### src/dcs_pkg.sv
`default_nettype none

package dcs_pkg;

  // Field positions inside the 16-bit control and status word.
  localparam int unsigned DCS_BIT_DRV_READY = 0;
  localparam int unsigned DCS_BIT_CMD_LO    = 1;
  localparam int unsigned DCS_BIT_CMD_HI    = 3;
  localparam int unsigned DCS_BIT_ADDR_LO   = 4;
  localparam int unsigned DCS_BIT_ADDR_HI   = 5;
  localparam int unsigned DCS_BIT_IRQ_EN    = 6;
  localparam int unsigned DCS_BIT_CTRL_RDY  = 7;
  localparam int unsigned DCS_BIT_DSEL_LO   = 8;
  localparam int unsigned DCS_BIT_DSEL_HI   = 9;
  localparam int unsigned DCS_BIT_ERR_LO    = 10;
  localparam int unsigned DCS_BIT_ERR_HI    = 13;
  localparam int unsigned DCS_BIT_DRV_ERR   = 14;
  localparam int unsigned DCS_BIT_ANY_ERR   = 15;

  // Values after controller initialization.
  localparam logic [2:0]  DCS_RST_CMD    = 3'h0;
  localparam logic [1:0]  DCS_RST_ADDR   = 2'h0;
  localparam logic        DCS_RST_IRQ_EN = 1'b0;
  localparam logic        DCS_RST_READY  = 1'b1;
  localparam logic [1:0]  DCS_RST_DSEL   = 2'h0;
  localparam logic [3:0]  DCS_RST_ERR    = 4'h0;
  // Whole word after initialization; the pin bits stay low until their synchronisers fill.
  localparam logic [15:0] DCS_RST_WORD   = 16'h0080;

  // Drive command codes.
  typedef enum logic [2:0] {
    DCS_CMD_NOP_MAINT    = 3'h0,
    DCS_CMD_WRITE_CHECK  = 3'h1,
    DCS_CMD_GET_STATUS   = 3'h2,
    DCS_CMD_SEEK         = 3'h3,
    DCS_CMD_READ_HEADER  = 3'h4,
    DCS_CMD_WRITE_DATA   = 3'h5,
    DCS_CMD_READ_DATA    = 3'h6,
    DCS_CMD_READ_NO_HDR  = 3'h7
  } dcs_cmd_type;

  // Error codes reported in the error code field.
  localparam logic [3:0] DCS_ERR_NONE                 = 4'h0;
  localparam logic [3:0] DCS_ERR_OP_INCOMPLETE_ERR    = 4'h1;
  localparam logic [3:0] DCS_ERR_DATA_CRC_ERR         = 4'h2;
  localparam logic [3:0] DCS_ERR_HEADER_CRC_ERR       = 4'h3;
  localparam logic [3:0] DCS_ERR_DATA_LATE_ERR        = 4'h4;
  localparam logic [3:0] DCS_ERR_HEADER_MISSING_ERR   = 4'h5;
  localparam logic [3:0] DCS_ERR_NO_MEMORY_ERR        = 4'h8;
  localparam logic [3:0] DCS_ERR_MEM_PARITY_ERR       = 4'h9;

  // Bit of the disk address register that asks a get-status to clear a drive error.
  localparam int unsigned DCS_DISK_ADDR_BIT_RESET_DRIVE = 3;

endpackage

`default_nettype wire

### src/dcs_control_status.sv
`timescale 1ns/10ps
`default_nettype none

module dcs_control_status
  import dcs_pkg::*;
(
  input  wire logic        clk_sys,
  input  wire logic        rst,
  input  wire logic        csr_wr,
  input  wire logic [15:0] csr_wdata,
  input  wire logic        disk_addr_bit3,
  input  wire logic        cmd_done,
  input  wire logic [3:0]  cmd_err_code,
  input  wire logic        irq_ack,
  input  wire logic        drive_ready_pin,
  input  wire logic        drive_error_pin,
  output logic      [15:0] csr_rdata,
  output logic             cmd_start,
  output logic      [2:0]  command_code_field,
  output logic      [1:0]  drive_sel,
  output logic             mem_addr_bit_sixteen,
  output logic             mem_addr_bit_seventeen,
  output logic             drive_err_clear,
  output logic             irq_req
);

  typedef struct packed {
    logic [2:0]  cmd;
    logic [1:0]  addr_hi;
    logic        irq_enable;
    logic        ready;
    logic [1:0]  dsel;
    logic [3:0]  err;
    logic        start;
    logic        drv_err_clr;
    logic        irq;
    logic [15:0] rdata;
  } dcs_state_type;

  dcs_state_type st_reg;
  dcs_state_type st_next;
  logic          drv_ready_s;
  logic          drv_err_s;
  logic          go_req;

  // Drive status lines come from another chassis and are synchronised first.
  dcs_sync2 #(
    .WIDTH (2)
  ) u_dcs_sync2 (
    .clk_sys  (clk_sys),
    .rst      (rst),
    .async_in ({drive_error_pin, drive_ready_pin}),
    .sync_out ({drv_err_s, drv_ready_s})
  );

  // A go request only counts while the controller is idle; writing zero to a busy
  // controller cannot restart the running command.
  assign go_req = csr_wr && !csr_wdata[DCS_BIT_CTRL_RDY] && st_reg.ready;

  // Next state of the whole register and its side effects.
  always_comb
  begin
    st_next             = st_reg;
    st_next.start       = 1'b0;
    st_next.drv_err_clr = 1'b0;
    if (csr_wr)
    begin
      st_next.cmd        = csr_wdata[DCS_BIT_CMD_HI:DCS_BIT_CMD_LO];
      st_next.addr_hi    = csr_wdata[DCS_BIT_ADDR_HI:DCS_BIT_ADDR_LO];
      st_next.irq_enable = csr_wdata[DCS_BIT_IRQ_EN];
      st_next.dsel       = csr_wdata[DCS_BIT_DSEL_HI:DCS_BIT_DSEL_LO];
    end
    if (go_req)
    begin
      st_next.ready       = 1'b0;
      st_next.err         = DCS_ERR_NONE;
      st_next.start       = 1'b1;
      st_next.drv_err_clr = (csr_wdata[DCS_BIT_CMD_HI:DCS_BIT_CMD_LO] == DCS_CMD_GET_STATUS)
                            && disk_addr_bit3;
    end
    // Completion only arrives while busy, so it never meets a go request.
    if (cmd_done && !st_reg.ready)
    begin
      st_next.ready = 1'b1;
      st_next.err   = cmd_err_code;
    end
    // The rising edge of ready raises the request; a new edge beats an acknowledge.
    if (irq_ack)
    begin
      st_next.irq = 1'b0;
    end
    if (st_next.ready && !st_reg.ready && st_next.irq_enable)
    begin
      st_next.irq = 1'b1;
    end
    // Read data is built from the next values so software never sees a stale word.
    st_next.rdata = {(|st_next.err) | drv_err_s,
                     drv_err_s,
                     st_next.err,
                     st_next.dsel,
                     st_next.ready,
                     st_next.irq_enable,
                     st_next.addr_hi,
                     st_next.cmd,
                     drv_ready_s};
  end

  // Initialization sets ready and clears every writable and error field.
  always_ff @(posedge clk_sys or posedge rst)
  begin
    if (rst)
    begin
      st_reg.cmd         <= DCS_RST_CMD;
      st_reg.addr_hi     <= DCS_RST_ADDR;
      st_reg.irq_enable  <= DCS_RST_IRQ_EN;
      st_reg.ready       <= DCS_RST_READY;
      st_reg.dsel        <= DCS_RST_DSEL;
      st_reg.err         <= DCS_RST_ERR;
      st_reg.start       <= 1'b0;
      st_reg.drv_err_clr <= 1'b0;
      st_reg.irq         <= 1'b0;
      st_reg.rdata       <= DCS_RST_WORD;
    end
    else
    begin
      st_reg <= st_next;
    end
  end

  // Every output is a flip-flop of the state.
  assign csr_rdata              = st_reg.rdata;
  assign cmd_start              = st_reg.start;
  assign command_code_field     = st_reg.cmd;
  assign drive_sel              = st_reg.dsel;
  assign mem_addr_bit_sixteen   = st_reg.addr_hi[0];
  assign mem_addr_bit_seventeen = st_reg.addr_hi[1];
  assign drive_err_clear        = st_reg.drv_err_clr;
  assign irq_req                = st_reg.irq;
endmodule

`default_nettype wire

### src/dcs_sync2.sv
`timescale 1ns/10ps
`default_nettype none

module dcs_sync2
  import dcs_pkg::*;
#(
  parameter int unsigned WIDTH = 1
)
(
  input  wire logic             clk_sys,
  input  wire logic             rst,
  input  wire logic [WIDTH-1:0] async_in,
  output logic      [WIDTH-1:0] sync_out
);

  typedef struct packed {
    logic [WIDTH-1:0] stage1;
    logic [WIDTH-1:0] stage2;
  } dcs_sync_type;

  dcs_sync_type st_reg;
  dcs_sync_type st_next;

  // The first stage feeds only the second, so metastability never reaches logic.
  always_comb
  begin
    st_next.stage1 = async_in;
    st_next.stage2 = st_reg.stage1;
  end

  // Both stages clear under reset and shift on every edge.
  always_ff @(posedge clk_sys or posedge rst)
  begin
    if (rst)
    begin
      st_reg <= '0;
    end
    else
    begin
      st_reg <= st_next;
    end
  end

  assign sync_out = st_reg.stage2;

endmodule

`default_nettype wire

### config.mk
export PLATFORM = sky130hd
export DESIGN_NAME = dcs_control_status
export DESIGN_NICKNAME = d
export VERILOG_FILES = /design/src/dcs_pkg.sv /design/src/dcs_control_status.sv /design/src/dcs_sync2.sv
export SDC_FILE = /design/constraint.sdc
export NUM_CORES = 1
export LEC_CHECK = 0
export ABC_AREA = 1
export BUFFER_PORTS_ARGS = -buffer_cell sky130_fd_sc_hd__buf_2
export CAP_MARGIN = 30
export CORE_ASPECT_RATIO = 0.8
export CORE_MARGIN = 2
export CORE_UTILIZATION = 37
export DETAILED_ROUTE_END_ITERATION = 12
export PLACE_DENSITY = 0.8
export RECOVER_POWER = 100
export SLEW_MARGIN = 20
export SYNTH_ARGS = -nofsm -noshare
export SYNTH_HDL_FRONTEND = slang
export SYNTH_SLANG_ARGS = --single-unit
### constraint.sdc
create_clock -name clk_sys -period 0.99 [get_ports clk_sys]
set_input_delay 0.198 -clock clk_sys [delete_from_list [all_inputs] [get_ports clk_sys]]
set_output_delay 0.198 -clock clk_sys [all_outputs]
set_load 0.01 [all_outputs]
==> qor.yml <==
worst_setup_path:
  path_common_cell: "nand2_1"
  crit_cells: 7
  worst_path_largest_cell_delay_ns: 0.62
  cp-endpoint: "csr_rdata[15]$_DFF_PP0_"
  cp.required_ns: 1.20
  path_buf_inv: 1
  worstPathArrival_ns: 1.46
  end_kind: "register"
  crit_chain: "inv_2, nand2_4, nand2_2, nand3_2, nand2_1, nor2_2, nand2_1"
  setup.worst_path.start_class: "register"
  crit_slowest_cell: "dfstp_2"
  rr_worst_depth: 7
  worstReg2RegStart: "csr_rdata[7]$_DFF_PP1_"
  worstReg2RegEnd: "csr_rdata[15]$_DFF_PP0_"
  critPathMaxFanout: 4
  critPathTopFamily: "flip-flops"
  critPathLaunch: "csr_rdata[7]$_DFF_PP1_"
  crit_type: "register to register"
  rrSetupSlack_ns: -0.26
sta:
  tns_ns: -2.381
  tightestPinTransition_ns: 0.4973
  grt_setup_unrepaired: "yes"
  setup_slack_ns: -0.2571
  period_needed_ns: 1.247
  max_slew_margin: 0.6685
  maxSlewViolCount: 0
  min_period_over_period: 1.260
  holdWs_ns: 0.03985
  clock.fmax_mhz: 801.8
  skew_ns: 0.001062
  setup_violations: 34
  hold_viol: 0
logic_synthesis:
  synthTopCellsByCount: "nand2_1 (31), dfrtp_1 (22), buf_4 (7), inv_1 (7), nand3_1 (6)"
  synth_area_leaders: "dfrtp_1 (62%), nand2_1 (13%), buf_4 (5.9%)"
  avgSynthCellArea_um2: 9.926
  syn_nets: 118
  ys_seq_area_frac: 0.6457
  synth-seq-cells: 23
  synth_cells: 90
  synth_top_area_share: 0.6162
  synth_most_common_cell: "nand2_1"
  synth_largest_area_cell: "dfrtp_1"
  ys.flop_type: "dfrtp_1"
  async_reset_ff_frac: 1.000
  synth_edf_count: 0
  yosysUniqueCellTypes: 13
  yosys_warnings: 0
  synth_area_um2: 893.4
final_layout:
  fin_util: 0.5910
  drive_gt1_frac: 0.5685
  diodes: 0
  area_growth_pct: 46.50
  nets: 175
hold_path:
  hold_class: "input port to register"
floorplan:
  rows: 15
  io_pins: 54
  start_util: 0.4034
  dieHeight_um: 47.95
  core-area_um2: 2215
  die_area_um2: 2826
  dieWidth_um: 58.94
outcome:
  status: "finished, violations left"
  violations: "design-rule violations, negative setup slack"
power:
  leakage_nw: 0.7644
  vdd_drop_max_uv: 990.2
  power_density_nw_per_um2: 1516
drt:
  routed_via_density: 4.292
  antenna_left: 0
  post_drt_wl_per_cell_um: 11.11
  drt_first_pass_iters: 9
  via_count: 734
  wl_um: 1900
  drt_iter0_drc: 9
  drc: 1
grt:
  groute.usage.overall: 0.1439
  antenna_found_initial: 0
  grt_pass1_vias: 662
  gr-total-overflow: 0
  grt_max_degree: 24
  grt_pass1_wl_um: 2842
placement:
  hpwl_um: 1377
  port_buffers: 46
  pre_cts_slack_ns: -0.1680
  gp_congestion: 0.6461
clock_network:
  cts_max_path_buffers: 2
  clkTransAtPathRegs_ns: 0.12
  htreeDepth: 1
  worstSkewPairLatency_ns: 0.31
  cts_tree: "built"
  root_buffer: "clkbuf_4"
  clock_sinks: 23
  cts-buffers-inserted: 3
run:
  drv_cap: 0
==> metal layers <==
layer | routed length [um] | vias up | track usage
met5 | 0 | - | 0
met4 | 17 | 0 | 0.05455
met3 | 104 | 2 | 0.04865
met2 | 1019 | 22 | 0.2600
met1 | 759 | 334 | 0.1621
li1 | - | 376 | -
==> cells by family after synthesis <==
kind of cell           Yosys count  share of synthesized area
buffers and inverters           19                     0.1176
flip-flops                      23                     0.6457
AO/OA/AOI/OAI                    1                   0.005597
AND/OR/NAND/NOR                 47                     0.2311
==> registers in the layout, summed over array words and instances, names as in the netlist <==
name and flops:
csr_rdata 16, irq_req 1, drive_err_clear 1, cmd_start 1, u_dcs_sync2.st_next 2, u_dcs_sync2.sync_out 2
==> repair_timing <==
item                                   CTS  global route
setup endpoints to repair               33            35
endpoints found under the hold margin   24             0
resized for setup                        9            11
setup buffers                            4             3
pin swaps                                5             6
hold buffers                             3             0
==> worst min path at each step <==
stage | from | endpoint | slack [ns] | depth (start not counted)
floorplan | rst | cmd_start$_DFF_PP0_ | 0.20 | 1
global placement | rst | irq_req$_DFFE_PP0P_ | 0.24 | 3
detailed placement | rst | u_dcs_sync2.st_next[1]$_DFF_PP0_ | 0.25 | 3
CTS | irq_ack | irq_req$_DFFE_PP0P_ | 0.03 | 2
global route | irq_ack | irq_req$_DFFE_PP0P_ | 0.01 | 2
finish | irq_ack | irq_req$_DFFE_PP0P_ | 0.04 | 2
==> layout by cell type (no fill, tap or decap) <==
master	netlist	final
nand3_1	6	2
dlygate4sd3_1	0	3
nor2_2	0	2
nand2_4	0	2
clkinv_2	0	1
nor3_2	1	1
inv_1	7	6
nor2_1	4	2
nand2_2	4	5
clkbuf_4	0	6
o21ai_2	0	1
dfrtp_1	22	22
inv_2	4	4
nand3_2	1	4
buf_2	0	45
buf_4	7	4
dfstp_2	1	1
nand3_4	0	1
inv_4	0	1
buf_6	1	5
nand2_1	31	28
==> metrics by stage <==
stage / power, W / cell area, um^2 / instances
after global placement: 0.001459 / 1126 / 157
after CTS: 0.001965 / 1246 / 168
after floorplan: 0.001319 / 898.4 / 90
after detailed placement: 0.001473 / 1126 / 157
final: 0.001984 / 1309 / 171
after global routing: 0.002104 / 1309 / 171
==> report_power, final <==
group	internal, W	total [W]	switching, W
clock	0.000151	0.000426	0.000275
combinational	0.000226	0.000477	0.000251
sequential	0.00103	0.00108	0.0000509
total	0.00141	0.00198	0.000577
==> area by class of cell <==
cell class                      instances  area [um^2]
Fill cell                             213        905.9
Sequential cell                        23        576.8
Timing Repair Buffer                   60        364.1
Multi-Input combinational cell         48        265.3
Inverter                               11        43.79
Tap cell                               25        31.28
Clock buffer                            3        22.52
Clock inverter                          1        5.005
No activity file was read; power rests on OpenSTA's default activity.
